--- src/rtl/bmb_pkg.sv ---
// Purpose: Shared constants and types of the backplane memory bus interface
// Assumes: 50 MHz clock, one clock domain
// Notes:   Timing counts derive from times given in ns

package bmb_pkg;

  // --------------------------------------------------------------
  // Timing
  // --------------------------------------------------------------
  localparam int         CLK_NS           = 20;
  localparam int         REF_INTERVAL_NS  = 15600;
  localparam int         REF_INTERVAL_CYC = REF_INTERVAL_NS / CLK_NS;
  localparam logic [9:0] REF_RELOAD       = 10'(REF_INTERVAL_CYC - 1);
  localparam int         REF_PULSE_NS     = 60;
  localparam int         REF_PULSE_CYC    = (REF_PULSE_NS + CLK_NS - 1) / CLK_NS;
  localparam logic [1:0] REF_PULSE_LAST   = 2'(REF_PULSE_CYC - 1);

  // --------------------------------------------------------------
  // Decode
  // --------------------------------------------------------------
  localparam logic [7:0]  PPI_FIRST   = 8'hfc;
  localparam logic [7:0]  PPI_LAST    = 8'hff;
  localparam logic [3:0]  SOCK_WIN_HI = 4'h0;
  localparam logic [1:0]  SOCK_SZ_BAD = 2'h3;
  localparam logic [3:0]  SOCK_ONE    = 4'h1;
  localparam logic        ADDR_TOP    = 1'b0;
  localparam logic [19:0] DMA_STEP    = 20'h00001;
  localparam logic [15:0] LEN_STEP    = 16'h0001;

  // --------------------------------------------------------------
  // Types
  // --------------------------------------------------------------
  typedef enum logic [2:0] {ST_IDLE, ST_ADDR, ST_LATCH, ST_WAIT, ST_XFER, ST_REFR} bmb_st_t;
  typedef enum logic [1:0] {K_CPU, K_DRD, K_DWR} bmb_kind_t;

  typedef struct packed {
    logic [1:0] prev_n;
    logic [1:0] pend;
  } bmb_dreq_st_t;

  typedef struct packed {
    bmb_st_t          st;
    bmb_kind_t        kind;
    logic             ch;
    logic [19:0]      addr;
    logic             io;
    logic             wr;
    logic [7:0]       dout;
    logic             oe;
    logic             sync_n;
    logic             mreq_n;
    logic             iorq_n;
    logic             rd_n;
    logic             wr_n;
    logic             ref_n;
    logic [1:0]       wcnt;
    logic [9:0]       rcnt;
    logic             rpend;
    logic             done;
    logic [7:0]       rdata;
    logic [7:0]       dbuf;
    logic             yld;
    logic [1:0][19:0] dsrc;
    logic [1:0][19:0] ddst;
    logic [1:0][15:0] dlen;
    logic [1:0]       take;
  } bmb_state_t;

endpackage

--- src/rtl/bmb_dreq_if.sv ---
// Purpose: Carries DMA request lines and their detected state
// Assumes: Request lines are active low
// Notes:   take is a one-cycle pulse per channel
`timescale 1ns/10ps

interface bmb_dreq_if;
  logic [1:0] req_n;
  logic [1:0] edge_mode;
  logic [1:0] take;
  logic [1:0] pend;

  modport det (input req_n, input edge_mode, input take, output pend);
  modport eng (output req_n, output edge_mode, output take, input pend);
endinterface

--- src/rtl/bmb_dreq.sv ---
// Purpose: DMA request detection, edge or level per channel
// Assumes: Inputs synchronous to i_clock
// Notes:   An edge arriving with take is kept
`timescale 1ns/10ps

module bmb_dreq (
  // Clock and reset
  input  wire logic i_clock,
  input  wire logic i_reset,
  // Request carrier
  bmb_dreq_if.det   dq
);

  bmb_pkg::bmb_dreq_st_t s;
  bmb_pkg::bmb_dreq_st_t n;
  logic [1:0]            pend_nxt;

  // --------------------------------------------------------------
  // Per-channel detection
  // --------------------------------------------------------------
  for (genvar g = 0; g < 2; g++) begin : g_ch
    assign pend_nxt[g] = dq.edge_mode[g] ?
                         ((s.pend[g] && !dq.take[g]) || (s.prev_n[g] && !dq.req_n[g])) :
                         !dq.req_n[g];
  end

  always_comb begin
    n        = s;
    n.prev_n = dq.req_n;
    n.pend   = pend_nxt;
  end

  always_ff @(posedge i_clock or posedge i_reset) begin
    if (i_reset) begin
      s        <= '0;
      s.prev_n <= 2'h3;
    end else begin
      s <= n;
    end
  end

  assign dq.pend = s.pend;

endmodule

--- src/rtl/bmb_top.sv ---
// Purpose: Backplane memory and I/O cycle engine with DMA and refresh
// Assumes: Requests synchronous to i_clock
// Notes:   Upper address nibble shares data lines 3:0
`timescale 1ns/10ps

module bmb_top (
  // Clock and reset
  input  wire logic             i_clock,
  input  wire logic             i_reset,
  // Processor cycle request
  input  wire logic             i_cpu_req,
  input  wire logic [19:0]      i_cpu_addr,
  input  wire logic             i_cpu_io,
  input  wire logic             i_cpu_wr,
  input  wire logic [7:0]       i_cpu_wdata,
  output logic                  o_cpu_done,
  output logic [7:0]            o_cpu_rdata,
  // Configuration
  input  wire logic [1:0]       i_mem_wait,
  input  wire logic             i_refresh_enable,
  input  wire logic [9:0]       i_io_base,
  input  wire logic [1:0][2:0]  i_sock_base,
  input  wire logic [1:0][1:0]  i_sock_size,
  // DMA
  input  wire logic             i_dma_request_zero_n,
  input  wire logic             i_dma_request_one_n,
  input  wire logic [1:0]       i_dma_edge,
  input  wire logic [1:0]       i_dma_burst,
  input  wire logic [1:0]       i_dma_start,
  input  wire logic [1:0]       i_dma_dst_io,
  input  wire logic [1:0][19:0] i_dma_src,
  input  wire logic [1:0][19:0] i_dma_dst,
  input  wire logic [1:0][15:0] i_dma_len,
  output logic [1:0]            o_dma_busy,
  // Backplane
  output logic [15:0]           o_addr,
  output logic [7:0]            o_data,
  output logic                  o_data_oe,
  input  wire logic [7:0]       i_data,
  output logic                  o_memory_cycle_sync_strobe_n,
  output logic                  o_mreq_n,
  output logic                  o_iorq_n,
  output logic                  o_rd_n,
  output logic                  o_wr_n,
  output logic                  o_refresh_n,
  output logic                  o_memory_expansion_line,
  // Onboard sockets and I/O selects
  output logic [1:0]            o_sock_sel,
  output logic                  o_sock_buf_wr,
  input  wire logic [7:0]       i_sock_rdata,
  output logic                  o_ppi_sel,
  output logic                  o_chip_io_sel
);

  bmb_pkg::bmb_state_t s;
  bmb_pkg::bmb_state_t n;
  logic [1:0]          hit;
  logic [1:0]          active;
  logic [1:0]          elig;
  logic                mem_cyc;
  logic                io_cyc;
  logic [7:0]          rd_val;

  bmb_dreq_if dq ();

  bmb_dreq u_dreq (
    .i_clock (i_clock),
    .i_reset (i_reset),
    .dq      (dq)
  );

  assign dq.req_n     = {i_dma_request_one_n, i_dma_request_zero_n};
  assign dq.edge_mode = i_dma_edge;
  assign dq.take      = s.take;

  // --------------------------------------------------------------
  // Socket and I/O decode
  // --------------------------------------------------------------
  assign mem_cyc = !s.io && s.st != bmb_pkg::ST_IDLE && s.st != bmb_pkg::ST_REFR;
  assign io_cyc  = s.io && s.st != bmb_pkg::ST_IDLE && s.st != bmb_pkg::ST_REFR;

  for (genvar g = 0; g < 2; g++) begin : g_sock
    logic [3:0] off;
    assign off    = {1'b0, s.addr[15:13]} - {1'b0, i_sock_base[g]};
    assign hit[g] = s.addr[19:16] == bmb_pkg::SOCK_WIN_HI
                    && s.addr[15:13] >= i_sock_base[g]
                    && i_sock_size[g] != bmb_pkg::SOCK_SZ_BAD
                    && off < (bmb_pkg::SOCK_ONE << i_sock_size[g]);
    assign active[g] = s.dlen[g] != '0;
  end

  assign o_sock_sel    = hit & {2{mem_cyc}};
  assign o_sock_buf_wr = s.wr;
  assign o_ppi_sel     = io_cyc && s.addr[7:0] >= bmb_pkg::PPI_FIRST
                         && s.addr[7:0] <= bmb_pkg::PPI_LAST;
  assign o_chip_io_sel = io_cyc && s.addr[15:6] == i_io_base;
  assign rd_val        = (|o_sock_sel) ? i_sock_rdata : i_data;
  assign elig          = dq.pend & ~s.take & active;

  // --------------------------------------------------------------
  // Next state
  // --------------------------------------------------------------
  always_comb begin
    n      = s;
    n.done = 1'b0;
    n.take = '0;
    for (int c = 0; c < 2; c++) begin
      if (i_dma_start[c]) begin
        n.dsrc[c] = i_dma_src[c];
        n.ddst[c] = i_dma_dst[c];
        n.dlen[c] = i_dma_len[c];
      end
    end
    unique case (s.st)
      bmb_pkg::ST_IDLE: begin
        if (s.rpend && i_refresh_enable) begin
          n.st    = bmb_pkg::ST_REFR;
          n.rpend = 1'b0;
          n.wcnt  = bmb_pkg::REF_PULSE_LAST;
        end else if (|elig && !(s.yld && i_cpu_req)) begin
          n.ch   = !elig[0];
          n.kind = bmb_pkg::K_DRD;
          n.addr = {bmb_pkg::ADDR_TOP, s.dsrc[!elig[0]][18:0]};
          n.io   = 1'b0;
          n.wr   = 1'b0;
          n.st   = bmb_pkg::ST_ADDR;
        end else if (i_cpu_req && !s.done && !(|(s.take & i_dma_burst & active))) begin
          n.kind = bmb_pkg::K_CPU;
          n.addr = {bmb_pkg::ADDR_TOP, i_cpu_addr[18:0]};
          n.io   = i_cpu_io;
          n.wr   = i_cpu_wr;
          n.dbuf = i_cpu_wdata;
          n.yld  = 1'b0;
          n.st   = bmb_pkg::ST_ADDR;
        end
      end
      bmb_pkg::ST_ADDR: begin
        n.st = bmb_pkg::ST_LATCH;
      end
      bmb_pkg::ST_LATCH: begin
        n.wcnt = s.io ? 2'h0 : i_mem_wait;
        n.st   = (s.io || i_mem_wait == 2'h0) ? bmb_pkg::ST_XFER : bmb_pkg::ST_WAIT;
      end
      bmb_pkg::ST_WAIT: begin
        n.wcnt = s.wcnt - 2'h1;
        if (s.wcnt == 2'h1) begin
          n.st = bmb_pkg::ST_XFER;
        end
      end
      bmb_pkg::ST_XFER: begin
        n.st = bmb_pkg::ST_IDLE;
        unique case (s.kind)
          bmb_pkg::K_CPU: begin
            n.done  = 1'b1;
            n.rdata = rd_val;
          end
          bmb_pkg::K_DRD: begin
            n.dbuf = rd_val;
            n.kind = bmb_pkg::K_DWR;
            n.addr = {bmb_pkg::ADDR_TOP, s.ddst[s.ch][18:0]};
            n.io   = i_dma_dst_io[s.ch];
            n.wr   = 1'b1;
            n.st   = bmb_pkg::ST_ADDR;
          end
          bmb_pkg::K_DWR: begin
            n.dsrc[s.ch] = s.dsrc[s.ch] + bmb_pkg::DMA_STEP;
            if (!s.io) begin
              n.ddst[s.ch] = s.ddst[s.ch] + bmb_pkg::DMA_STEP;
            end
            n.dlen[s.ch] = s.dlen[s.ch] - bmb_pkg::LEN_STEP;
            n.take[s.ch] = 1'b1;
            n.yld        = !i_dma_burst[s.ch];
          end
          default: n.st = bmb_pkg::ST_IDLE;
        endcase
      end
      bmb_pkg::ST_REFR: begin
        if (s.wcnt == 2'h0) begin
          n.st = bmb_pkg::ST_IDLE;
        end else begin
          n.wcnt = s.wcnt - 2'h1;
        end
      end
      default: n.st = bmb_pkg::ST_IDLE;
    endcase
    // Refresh interval timer
    if (s.rcnt == '0) begin
      n.rcnt = bmb_pkg::REF_RELOAD;
      if (i_refresh_enable) begin
        n.rpend = 1'b1;
      end
    end else begin
      n.rcnt = s.rcnt - 10'h001;
    end
    if (!i_refresh_enable) begin
      n.rpend = 1'b0;
    end
    // Pin values follow the next state
    n.sync_n = !(n.st == bmb_pkg::ST_ADDR && !n.io);
    n.mreq_n = !(!n.io && n.st inside {bmb_pkg::ST_ADDR, bmb_pkg::ST_LATCH,
                                       bmb_pkg::ST_WAIT, bmb_pkg::ST_XFER});
    n.iorq_n = !(n.io && n.st inside {bmb_pkg::ST_ADDR, bmb_pkg::ST_LATCH,
                                      bmb_pkg::ST_WAIT, bmb_pkg::ST_XFER});
    n.rd_n   = !(n.st == bmb_pkg::ST_XFER && !n.wr);
    n.wr_n   = !(n.st == bmb_pkg::ST_XFER && n.wr);
    n.ref_n  = !(n.st == bmb_pkg::ST_REFR);
    n.oe     = (n.st == bmb_pkg::ST_ADDR && !n.io)
               || (n.wr && n.st inside {bmb_pkg::ST_WAIT, bmb_pkg::ST_XFER});
    n.dout   = (n.st == bmb_pkg::ST_ADDR) ?
               {4'h0, bmb_pkg::ADDR_TOP, n.addr[18:16]} : n.dbuf;
  end

  always_ff @(posedge i_clock or posedge i_reset) begin
    if (i_reset) begin
      s        <= '0;
      s.sync_n <= 1'b1;
      s.mreq_n <= 1'b1;
      s.iorq_n <= 1'b1;
      s.rd_n   <= 1'b1;
      s.wr_n   <= 1'b1;
      s.ref_n  <= 1'b1;
      s.rcnt   <= bmb_pkg::REF_RELOAD;
    end else begin
      s <= n;
    end
  end

  // --------------------------------------------------------------
  // Outputs
  // --------------------------------------------------------------
  assign o_addr                       = s.addr[15:0];
  assign o_data                       = s.dout;
  assign o_data_oe                    = s.oe;
  assign o_memory_cycle_sync_strobe_n = s.sync_n;
  assign o_mreq_n                     = s.mreq_n;
  assign o_iorq_n                     = s.iorq_n;
  assign o_rd_n                       = s.rd_n;
  assign o_wr_n                       = s.wr_n;
  assign o_refresh_n                  = s.ref_n;
  assign o_memory_expansion_line      = 1'b0;
  assign o_cpu_done                   = s.done;
  assign o_cpu_rdata                  = s.rdata;
  assign o_dma_busy                   = active;

  // --------------------------------------------------------------
  // Checks
  // --------------------------------------------------------------
  logic [2:0] gap_r;
  logic [1:0] lw_r;

  always_ff @(posedge i_clock or posedge i_reset) begin
    if (i_reset) begin
      gap_r <= 3'h0;
      lw_r  <= 2'h0;
    end else begin
      gap_r <= !o_memory_cycle_sync_strobe_n ? 3'h0 : gap_r + 3'h1;
      if (s.st == bmb_pkg::ST_LATCH) begin
        lw_r <= i_mem_wait;
      end
    end
  end
endmodule

--- config.mk ---
export PLATFORM = sky130hd
export DESIGN_NAME = bmb_top
export DESIGN_NICKNAME = d
export VERILOG_FILES = /design/src/rtl/bmb_pkg.sv /design/src/rtl/bmb_dreq_if.sv /design/src/rtl/bmb_dreq.sv /design/src/rtl/bmb_top.sv
export SDC_FILE = /design/constraint.sdc
export NUM_CORES = 1
export LEC_CHECK = 0
export ABC_AREA = 1
export BUFFER_PORTS_ARGS = -buffer_cell sky130_fd_sc_hd__buf_2
export CAP_MARGIN = 40
export CORE_MARGIN = 2
export CORE_UTILIZATION = 50
export CTS_CLUSTER_SIZE = 28
export DETAILED_ROUTE_END_ITERATION = 8
export PLACE_DENSITY = 0.71
export SYNTH_ARGS = -nofsm -noshare
export SYNTH_HDL_FRONTEND = slang
export SYNTH_SLANG_ARGS = --single-unit
--- constraint.sdc ---
create_clock -name i_clock -period 7.1 [get_ports i_clock]
set_input_delay 1.065 -clock i_clock [delete_from_list [all_inputs] [get_ports i_clock]]
set_output_delay 1.065 -clock i_clock [all_outputs]
set_load 0.005 [all_outputs]
; After elaboration in Yosys (flattened, before gate mapping)
; Cells that the tools add are included.
; W data, S select, Z words.
[classes]
addsub = 7
n_eq_ne = 27
n_bitwise = 7
reduce_logical = 73
n_mux = 66
order_cmp = 9
shifts = 2
[ops]
columns = operator, n
row1 = $mux W20, 9
row2 = $mux W115, 1
row3 = $mux W114, 1
row4 = $bwmux W40, 2
row5 = $mux W16, 5
row6 = $mux W22, 3
row7 = $mux W9, 5
row8 = $pmux W22 S2, 1
row9 = $add A20 B1 Y20 const B, 2
row10 = $mux W40, 1
row11 = $mux W19, 2
row12 = $bwmux W32, 1
row13 = $reduce_bool A16 Y1, 2
row14 = $logic_and A1 B1 Y1, 29
row15 = $mux W25, 1
row16 = $mux W8, 3
row17 = $demux W20 S1, 1
row18 = $logic_not A1 Y1, 18
row19 = $pmux W3 S6, 1
row20 = $pmux W9 S2, 1
row21 = $demux W16 S1, 1
row22 = $sub A16 B1 Y16 const B, 1
row23 = $ne A2 B2 Y1 const B, 7
row24 = $mux W1, 13
row25 = 42 further kinds, 80
[word_totals]
out_inout_bits = 48
input_bits = 194
ff_bits = 192
elab_cells = 222

; Depth between registers and ports, before layout
; Gate-level depths: netlist of run 1.
[depth]
word_depth = 13
mapped_depth = 21
depth_no_buf = 20

; Modules after synthesis
; From an unflattened synthesis of run 1, not the netlist that was laid out.
[unflattened]
hier_cells = 1671
area_unflattened_um2 = 12236.7
[modules_own_cells]
columns = module, n_inst, seq_area_each_um2, area_each_um2, cells_per_inst
row1 = bmb_top, 1, 4593.2, 12060.3, 1650
row2 = bmb_dreq, 1, 102.6, 176.4, 21

; Worst setup path before layout of run 1
; OpenSTA, ideal clock, no wires.
[synth_path]
kind = input to output
start = input port i_sock_base[0] in the netlist's numbering
end = output port o_sock_sel[0]
path_stages = 12
n_path_buf = 0
slack_ns = 3.272
required_time_ns = 6.035
t_arrival_ns = 2.763
path_cell_list = ha_1 -> inv_1 -> fa_1 -> fa_1 -> ha_1 -> nand2_1 -> nand2_1 -> nor2_1 -> nand2_1 -> nor2_1 -> nand2_1 -> inv_1
[synth_between]
elab_chain_cells = 5
word_cells_on_any_way = 7
classes_between = add/sub: 1 / order compare: 2 / bitwise: 1 / reduce/logical: 3
[synth_rtl]
columns = item, line
row1 = "start, declared", bmb_top.sv:22  ; input wire logic [1:0][2:0] i_sock_base,
row2 = "parallel branches: the longest is 3 deep, another holds $sub A3 B3 Y4", -
row3 = $logic_and A1 B1 Y1 (*), bmb_top.sv:88  ; && off < (bmb_pkg::SOCK_ONE << i_sock_size[g]);
row4 = $and A2 B2 Y2 (*), bmb_top.sv:92  ; assign o_sock_sel = hit & {2{mem_cyc}};
row5 = "end, declared", bmb_top.sv:48  ; output logic [1:0] o_sock_sel,
; Every way passes the cells marked *.

; Final worst setup path of run 1
; Same ends and word-level chain as after synthesis.

==> results of run 1 <==
==> through the flow <==
step / cell area (um2) / power [uW]
after floorplan: 12200 / 2930
after global placement: 13200 / 3250
after detailed placement: 13300 / 3300
after CTS: 13800 / 4250
after global routing: 13800 / 4570
final: 13900 / 4240
==> area by class of cell <==
class / count / area (um2) / share of cell area [%]
multi-input combinational: 1183 / 6100 / 44.0
timing repair buffer: 249 / 1320 / 9.54
tap: 324 / 405 / 2.93
clock buffer: 18 / 439 / 3.17
clock inverter: 14 / 129 / 0.930
inverter: 196 / 746 / 5.38
antenna: 6 / 15.0 / 0.108
sequential: 187 / 4700 / 33.9
==> state kept, by name (all words and copies together) (netlist names) <==
| signal | flops |
|---|---|
| o_memory_cycle_sync_strobe_n | 1 |
| o_wr_n | 1 |
| o_data_oe | 1 |
| o_rd_n | 1 |
| o_iorq_n | 1 |
| u_dreq.s | 2 |
| o_data | 8 |
| o_mreq_n | 1 |
| o_refresh_n | 1 |
| s | 140 |
| o_addr | 16 |
| o_cpu_rdata | 8 |
| dq.take | 2 |
| u_dreq.dq.pend | 2 |
| o_cpu_done | 1 |
| o_sock_buf_wr | 1 |
==> cells by family after synthesis <==
group	Yosys count	synth area share, %
simple gates	796	28.4
xor+xnor	57	4.22
buf+inv	302	11.5
flops	187	38.5
mux	6	0.493
fa+ha+maj	22	2.50
compound gates	301	14.4
other cells	1	0.0308
==> placed cells by master, fill, tap and decap left out, types with 5 or more instances in the layout <==
| master | instances |
|---|---|
| a21oi_1 | 15 |
| a22oi_1 | 7 |
| a31oi_1 | 27 |
| buf_2 | 235 |
| buf_4 | 11 |
| clkbuf_16 | 17 |
| clkinvlp_4 | 5 |
| dfrtp_1 | 173 |
| dfstp_2 | 13 |
| diode_2 | 6 |
| ha_1 | 18 |
| inv_1 | 180 |
| inv_2 | 13 |
| inv_8 | 6 |
| mux2i_1 | 6 |
| nand2_1 | 494 |
| nand2_2 | 13 |
| nand3_1 | 74 |
| nand3b_1 | 8 |
| nand4_1 | 28 |
| nor2_1 | 121 |
| nor2_2 | 11 |
| nor2_4 | 9 |
| nor3_1 | 9 |
| nor3_2 | 5 |
| o211ai_1 | 29 |
| o21a_1 | 5 |
| o21ai_0 | 135 |
| o21ai_1 | 46 |
| o21ai_2 | 15 |
| or2_2 | 15 |
| xnor2_1 | 13 |
| xor2_1 | 42 |
==> final timing paths <==
check                               startpoint       endpoint  slack, ns  cells past startpoint
min in group asynchronous              i_reset          s[60]       0.76                      2
worst min register to register          s[133]         s[133]       0.48                      1
worst max-delay path            i_sock_base[0]  o_sock_sel[0]       2.99                     14
max in group asynchronous              i_reset         s[134]       5.03                      4
worst max register to register          s[185]          s[60]       3.62                     13
worst min-delay path                    s[133]         s[133]       0.48                      1
==> worst max-delay path, stage by stage <==
cell and delay [ns]:
buf_2 0.08, ha_1 0.15, inv_1 0.05, fa_1 0.38, fa_1 0.44, ha_1 0.21
nand2_1 0.06, nand2_1 0.04, nor2_1 0.07, nand2_1 0.05, nor2_1 0.09, nand2_1 0.16
inv_1 0.08, buf_2 0.10
==> metal layers <==
| metal | vias to the layer above | share of wire (%) |
|---|---|---|
| met5 | - | 0.021 |
| li1 | 5669 | - |
| met3 | 56 | 6.8 |
| met4 | 2 | 3.0 |
| met1 | 5268 | 44 |
| met2 | 428 | 46 |
==> power by group <==
group / internal (uW) / total [uW] / leakage, uW / switching, uW
Combinational: 642 / 1830 / 0.00447 / 1190
Sequential: 1300 / 1470 / 0.00223 / 170
Clock: 473 / 937 / 0.000265 / 464
==> impl_results.md, run 1 <==
* Status: finished clean
* CTS tree: yes
* TritonCTS Sinks at 187
* DRC violations left at 0
* Synth top area share at 35.7%
* Final Util at 57.5%
* WP data arrival at 3.04 ns
* # rows at 57
* Clock-pin slew on the worst setup and hold paths at 0.07 ns
* CTS root buf: clkbuf_16
* Hold_buf cts at 0
* Count leader, synth: nand2_1
* Fillers at 2354
* Minimum clock period at 4.11 ns
* Worst path required time at 6.03 ns
* Syn_area_per_cell at 7.29 um2
* Antenna Violating Nets Remaining at 0
* RSZ-0062 raised after global routing: no
* Top Ports at 242
* Die ar. at 25700 um2
* Asr flop ratio synth at 100%
* Nets@finish at 2050
* Remaining Overflow, GRT at 0
* Grt met2 use at 44.7%
* Die Width at 160 um
* Share of cells above drive strength 1 at 20.8%
* EDFF count, synth at 0
* Worst-margin pin slew at 0.898 ns
* # setup viols final at 0
* Clk_skew at 0.0200 ns
* Setup WS pre-CTS at 2.98 ns
* Synth top cells by count: 494 x nand2_1, 181 x inv_1, 174 x dfrtp_1, 135 x o21ai_0, 121 x nor2_1
* Worst setup EP type: output port
* Max VDD drop at 0.177 mV
* DRT iter0 DRCs at 807
* Tot GR Track Use at 27.0%
* Post-CTS setup buffer count at 0
* Initial antenna violation count at 5
* Largest area contributor in the netlist: dfrtp_1
* Final period util at 57.9%
* Deepest clock path buffer count at 2
* First-pass GRT wire length at 55.5 mm
* Synth-to-layout area growth at 13.6%
* Total placed cells including tap cells at 2139
* Ranking of synthesized cells by area: dfrtp_1 36%, nand2_1 15%, inv_1 5.6%
* FF+latch count, synth at 187
* Slew margin rel. at 40.1%
* PwrDens at 306 nW/um2
* Max_cap viols at 0
* Hold slack final at 0.483 ns
* Fin cells at 2177
* Vias in the first global route at 11200
* DR WL/cell at 15.6 um
* Via Count at 11400
* Clk_lat worst skew at 0.44 ns
* Die span in y at 160 um
* H-tree depth at 4
* Pre-antenna DRT Iters at 5
* Fmax at 0.243 GHz
* Crit path max fanout at 7
* TritonCTS buffer count at 17
* Syn nets at 1888
* Setup TNS at 0 ns
* Initial core utilization at 50.6%
* Final WS setup at 2.99 ns
* GR Util met1 at 35.3%
* YS warnings at 0
* Gp weighted congestion at 0.924
* Post-Syn Instances at 1672
* Leakage at 0.00696 uW
* Post-synthesis sequential area ratio at 38.5%
* Hpwl dp at 24.5 mm
* Post-synthesis cell type count at 55
* Gr busiest metal: met2
* Vias per inst at 5.25
* Mapped cell area at 12200 um2
* Port Buffer Count at 235
* Largest net degree at the start of global routing at 116
* GR Util met3 at 4.96%
* Worst setup path category: in2out
* Startpoint Class: input pin
* Final hold viol count at 0
* Final wirelength at 34.0 mm
* Core area at 24100 um2
* HP Class: reg2reg
* Post-cts resize count at 0
* Max Slew Vio Count at 0
* Post-synth top flop: dfrtp_1
Note: power is estimated with default switching activity, not from simulation.
==> inputs of run 2 (changes only) <==
clock period = 4.2 ns   (was 7.1 ns; I/O delays follow)
==> impl_results.md, run 2 (same netlist as run 1, synthesis figures left out) <==
* Status: finished clean
* Worst setup EP type: output port
* Largest delay contributor family on the critical path: adder cells
* Max VDD drop at 0.286 mV (+62%)
* Clk_skew at 0.00975 ns (-0.0103 ns)
* Post-cts resize count at 0 (unchanged)
* Leakage at 0.00700 uW (+0.52%)
* TritonCTS buffer count at 17 (unchanged)
* Delay of the slowest critical-path stage at 0.46 ns (+0.02 ns)
* DRT iter0 DRCs at 1019 (+26%)
* GR Util met1 at 36.7% (+1.5 points)
* Die span in y at 160 um (unchanged)
* Critical path buffer and inverter count at 4 (unchanged)
* Final wirelength at 34.4 mm (+1.1%)
* Final WS setup at 0.646 ns (-2.35 ns)
* Vias in the first global route at 11000 (-1.6%)
* Startpoint Class: flip-flop
* Crit path max fanout at 7 (unchanged)
* # setup viols final at 0 (unchanged)
* Remaining Overflow, GRT at 0 (unchanged)
* Initial core utilization at 50.6% (unchanged)
* RSZ-0062 raised after global routing: no
* Hold slack final at 0.0851 ns (-0.398 ns)
* Pre-antenna DRT Iters at 5 (unchanged)
* Fin cells at 2178 (+0.046%)
* Via Count at 11400 (+0.088%)
* Tot GR Track Use at 26.9% (about the same)
* Fmax at 0.281 GHz
* Clk_lat worst skew at 0.43 ns (about the same)
* Share of cells above drive strength 1 at 21.1% (+0.21 points)
* Critical R2R Launch: o_addr[13]
* Worst path required time at 3.57 ns (-2.46 ns)
* Nets@finish at 2055 (+0.24%)
* WP depth at 14 (unchanged)
* Initial antenna violation count at 3 (-2)
* Max Slew Vio Count at 0 (unchanged)
* Setup WS pre-CTS at 0.722 ns (-2.26 ns)
* Clock-pin slew on the worst setup and hold paths at 0.08 ns (about the same)
* H-tree depth at 4 (unchanged)
* R2r setup slk at 0.92 ns (-2.70 ns)
* GR Util met3 at 3.66% (-1.3 points)
* Gp weighted congestion at 0.901 (-2.6%)
* Setup TNS at 0 ns (unchanged)
* Post-route cell area at 13900 um2 (+0.33%)
* CTS root buf: clkbuf_16
* Max reg flops at 140 (unchanged)
* Top Ports at 242 (unchanged)
* Total placed cells including tap cells at 2144 (+0.23%)
* Hold_buf cts at 0 (unchanged)
* Vias per inst at 5.25 (about the same)
* Post-CTS setup buffer count at 0 (unchanged)
* TritonCTS Sinks at 187 (unchanged)
* Hpwl dp at 24.9 mm (+1.5%)
* Synth-to-layout area growth at 14.0%
* Max_cap viols at 0 (unchanged)
* R2r worst-path depth at 20 (+7)
* Minimum clock period at 3.55 ns
* Worst-margin pin slew at 0.848 ns (-0.0503 ns)
* Total placed instance area at 13300 um2 (+0.33%)
* Die ar. at 25700 um2 (unchanged)
* Reg with most FFs: s
* Commonest non-fill, non-tap cell in the layout: nand2_1
* Die Width at 160 um (unchanged)
* Final hold viol count at 0 (unchanged)
* Fillers at 2342 (-0.51%)
* Largest net degree at the start of global routing at 73 (-37%)
* Slew margin rel. at 43.5% (+3.4 points)
* DR WL/cell at 15.8 um (+1.0%)
* Port Buffer Count at 235 (unchanged)
* Crit path max-delay cell type: fa_1
* DRC violations left at 0 (unchanged)
* Core area at 24100 um2 (unchanged)
* Reg2reg end: o_data[4]
* WP data arrival at 2.92 ns (-0.12 ns)
* Antenna Violating Nets Remaining at 0 (unchanged)
* PwrDens at 519 nW/um2 (+70%)
* HP Class: in2async
* CP most frequent cell: nand2_1
* Worst setup path category: reg2out
* Worst-path cell chain: inv_1 > ha_1 > inv_1 > fa_1 > fa_1 > ha_1 > nand2_1 > nand2_1 > nor2_1 > nand2_1 > nor2_1 > nand2_1 > inv_1 > buf_2
* # rows at 57 (unchanged)
* CTS tree: yes
* First-pass GRT wire length at 55.6 mm (+0.14%)
* Commonest non-fill, non-tap cells in the layout: 494 x nand2_1, 235 x buf_2, 180 x inv_1
* Gr busiest metal: met2
* Final period util at 84.6%
* Deepest clock path buffer count at 2 (unchanged)
* Grt met2 use at 44.9% (+0.20 points)
## run 2: cell types whose count changed in the layout (fill, tap and decap cells not counted), sizes merged, moves of 2 or more
cell	delta
buf	+5
clkinv	+4
clkinvlp	-2
inv	-2
diode	-4
## run 2: report_power, final
part / total [uW] / internal [uW] / switching, uW
registers: 2560 / 2200 / 360
clock network: 1620 / 841 / 784
logic: 3040 / 1090 / 1950
total: 7220 / 4130 / 3100
## run 2: worst reg2reg max path, stage by stage (launching register included)
cell and delay (ns):
dfrtp_1 0.39, inv_1 0.12, ha_1 0.20, inv_1 0.06, fa_1 0.38, fa_1 0.46, ha_1 0.21, nand2_1 0.06
nand2_1 0.04, nor2_1 0.07, nand2_1 0.05, nor2_1 0.09, nand2_1 0.17, nand2_1 0.31, nand2_1 0.08, o21ai_1 0.10
nand2_1 0.09, nand2_1 0.09, nand3_1 0.09, nand2_1 0.07, inv_1 0.04
## run 2: metal layers
layer | vias to the layer above | share of wire, %
li1 | 5684 | -
met5 | - | 0.038
met1 | 5261 | 45
met4 | 2 | 2.0
met3 | 45 | 6.1
met2 | 441 | 47
## run 2: through the flow
stage	total power, uW	utilization, %
finish	7220	57.7
global route	7750	57.7
CTS	7230	57.7
detailed placement	5590	55.2
global placement	5520	55.2
floorplan	4960	-
## run 2: final cells by class
class	count	area, um2	area share [%]
clock inverter	15	154	1.11
sequential	187	4700	33.8
timing repair buffer	254	1370	9.85
antenna	2	5.00	0.0360
clock buffer	17	425	3.06
inverter	196	742	5.34
tap	324	405	2.92
multi-input combinational	1183	6100	43.9
## run 2: worst max-delay path by stage
stage                   start  slack (ns)            end
6_report           o_addr[13]        0.65  o_sock_sel[0]
5_1_grt            o_addr[13]        0.49  o_sock_sel[0]
3_3_place_gp   i_sock_base[0]        0.76      o_data[4]
4_1_cts            o_addr[13]        0.65  o_sock_sel[0]
2_1_floorplan         i_reset        1.17     dq.take[0]
3_5_place_dp   i_sock_base[0]        0.72      o_data[4]
==> inputs of run 3 (changes only) <==
ABC_AREA = 0   (was 1)
PLACE_DENSITY = 0.75   (was 0.71)
clock period = 3 ns   (was 4.2 ns; I/O delays follow)
==> impl_results.md, run 3 <==
* Post-synthesis cell type count at 78 (+42%)
* Share of cells above drive strength 1 at 28.2% (+7.2 points)
* Grt met2 use at 43.0% (-1.9 points)
* Worst setup path category: reg2reg
* Max reg flops at 140 (unchanged)
* Clock-pin slew on the worst setup and hold paths at 0.07 ns (about the same)
* YS warnings at 0 (unchanged)
* GR Util met3 at 7.03% (+3.4 points)
* Syn_area_per_cell at 9.41 um2 (+29%)
* Post-synthesis sequential area ratio at 40.5% (+2.0 points)
* WP data arrival at 3.73 ns (+0.81 ns)
* Reg with most FFs: s
* Count leader, synth: dfrtp_1
* Port Buffer Count at 235 (unchanged)
* Synth-to-layout area growth at 19.0%
* Die Width at 156 um (-2.5%)
* DR WL/cell at 18.4 um (+17%)
* Synth top cells by count: 174 x dfrtp_1, 125 x nand2_1, 110 x mux2i_1, 96 x a21oi_1, 75 x o21ai_0
* Commonest non-fill, non-tap cell in the layout: buf_2
* Via Count at 10100 (-12%)
* Final hold viol count at 0 (unchanged)
* DRT iter0 DRCs at 775 (-24%)
* Delay of the slowest critical-path stage at 0.45 ns (about the same)
* Max_cap viols at 0 (unchanged)
* Startpoint Class: flip-flop
* Fillers at 1968 (-16%)
* Synth top area share at 37.6% (+1.9 points)
* Top Ports at 242 (unchanged)
* DRC violations left at 0 (unchanged)
* Core area at 22700 um2 (-5.8%)
* Ranking of synthesized cells by area: dfrtp_1 38%, mux2i_1 9.5%, a21oi_1 4.1%
* GR Util met1 at 35.6% (-1.2 points)
* Max Slew Vio Count at 0 (unchanged)
* Syn nets at 1447 (-23%)
* Largest delay contributor family on the critical path: adder cells
* Violated checks: setup timing
* RSZ-0062 raised after global routing: yes
* Post-Syn Instances at 1231 (-26%)
* Clk_lat worst skew at 0.44 ns (about the same)
* Setup TNS at -5.46 ns (-5.46 ns)
* TritonCTS Sinks at 187 (unchanged)
* Fmax at 0.293 GHz
* Worst-path cell chain: inv_2 > ha_4 > inv_2 > fa_2 > fa_1 > ha_2 > a221oi_2 > nand3_2 > o22ai_4 > mux2i_2 > nor2_1 > o311a_1 > mux2_4
* Crit path max-delay cell type: fa_1
* Vias per inst at 5.79 (+10%)
* FF+latch count, synth at 187 (unchanged)
* Remaining Overflow, GRT at 0 (unchanged)
* Post-synth top flop: dfrtp_1
* Final period util at 114%
* Initial core utilization at 51.0% (+0.42 points)
* Final WS setup at -0.409 ns (-1.05 ns)
* Largest net degree at the start of global routing at 54 (-26%)
* Largest area contributor in the netlist: dfrtp_1
* Die span in y at 156 um (-2.5%)
* TritonCTS buffer count at 17 (unchanged)
* Nets@finish at 1652 (-20%)
* Crit path max fanout at 4 (-3)
* Slew margin rel. at 59.9% (+16 points)
* Pre-antenna DRT Iters at 5 (unchanged)
* # rows at 55 (-3.5%)
* CP most frequent cell: inv_2
* Antenna Violating Nets Remaining at 0 (unchanged)
* Gp weighted congestion at 0.880 (-2.2%)
* Final wirelength at 32.1 mm (-6.8%)
* PwrDens at 745 nW/um2 (+43%)
* EDFF count, synth at 0 (unchanged)
* H-tree depth at 4 (unchanged)
* Vias in the first global route at 9899 (-10%)
* HP Class: in2reg
* Deepest clock path buffer count at 2 (unchanged)
* # setup viols final at 23 (+23)
* First-pass GRT wire length at 51.5 mm (-7.5%)
* Clk_skew at 0.0137 ns (+0.00399 ns)
* Minimum clock period at 3.41 ns
* CTS root buf: clkbuf_16
* Commonest non-fill, non-tap cells in the layout: 235 x buf_2, 173 x dfrtp_1, 124 x nand2_1
* Status: finished with violations
* Max VDD drop at 0.423 mV (+48%)
* Critical path buffer and inverter count at 2 (-2)
* Hpwl dp at 23.9 mm (-3.9%)
* Mapped cell area at 11600 um2 (-5.0%)
* Worst-margin pin slew at 0.602 ns (-0.245 ns)
* Tot GR Track Use at 26.8% (-0.14 points)
* Worst path required time at 3.32 ns (-0.25 ns)
* Final Util at 60.7% (+3.0 points)
* Initial antenna violation count at 10 (+7)
* Leakage at 0.00619 uW (-11%)
* Worst setup EP type: flip-flop
* Die ar. at 24400 um2 (-4.9%)
* Gr busiest metal: met2
* CTS tree: yes
* Asr flop ratio synth at 100% (unchanged)
-- run 3: cell types whose count changed after synthesis, moves of 20 or more --
cell and delta:
inv_1 -157, o21ai_1 -44, a211oi_1 +44, nand2_1 -369, mux2_2 +20, nand3_1 -47, a31oi_1 -26, o211ai_1 -23
nor2_1 -48, nand4_1 -23, nor2b_1 +58, mux2i_1 +104, a21oi_1 +81, o21ai_0 -60
-- run 3: routing by layer --
layer	part of all wire, %	up-vias
met3	7.6	57
met5	0.15	-
met2	46	364
met4	2.2	6
li1	-	4847
met1	44	4803
-- run 3: through the flow --
stage | instances | hold WS [ns] | cell area, um2 | power (uW) | worst slack, ns
2_1_floorplan | 1231 | 0.448 | 11700 | 6930 | -0.262
3_3_place_gp | 1696 | 0.463 | 13100 | 7850 | -0.416
3_5_place_dp | 1698 | 0.358 | 13100 | 7990 | -0.474
4_1_cts | 1734 | 0.102 | 13700 | 10200 | -0.356
5_1_grt | 1737 | 0.104 | 13800 | 11000 | -0.510
6_report | 1741 | 0.123 | 13800 | 10300 | -0.409
-- run 3: cell type report --
type | count | area [um2] | area share [%]
sequential | 187 | 4700 | 34.1
timing repair buffer | 290 | 1700 | 12.3
clock buffer | 20 | 447 | 3.24
inverter | 25 | 97.6 | 0.708
multi-input combinational | 915 | 6360 | 46.2
antenna | 7 | 17.5 | 0.127
clock inverter | 12 | 108 | 0.780
tap | 285 | 357 | 2.59
-- run 3: logic make-up after synthesis --
kind of cell | share of synthesized area (%)
other cells | 0.0324
xor+xnor | 4.31
compound gates | 18.4
simple gates | 16.4
fa+ha+maj | 2.64
flops | 40.5
buf+inv | 5.83
mux | 11.8
-- run 3: timing repair --
action	CTS	global route
pin swaps	2	4
setup endpoints to repair	20	26
resized for setup	15	10
endpoints found under the hold margin	1	0
setup buffers	3	1
hold buffers	1	0
-- run 3: path summary, 6_finish.rpt --
kind	cells after the start	to	slack, ns	from
worst max-delay path	13	o_data[1]	-0.41	o_addr[13]
worst min-delay path	1	u_dreq.s[2]	0.12	i_dma_request_zero_n
worst max register to register	13	o_data[1]	-0.41	o_addr[13]
worst min register to register	1	s[133]	0.48	s[133]
max in group asynchronous	5	s[142]	1.79	i_reset
min in group asynchronous	3	s[33]	0.46	i_reset
-- run 3: where the power goes --
part           internal [uW]  switching (uW)  leakage (uW)
clock network           1110            1050      0.000259
registers               3090             528       0.00219
logic                   2070            2430       0.00374
total                   6260            4010       0.00619
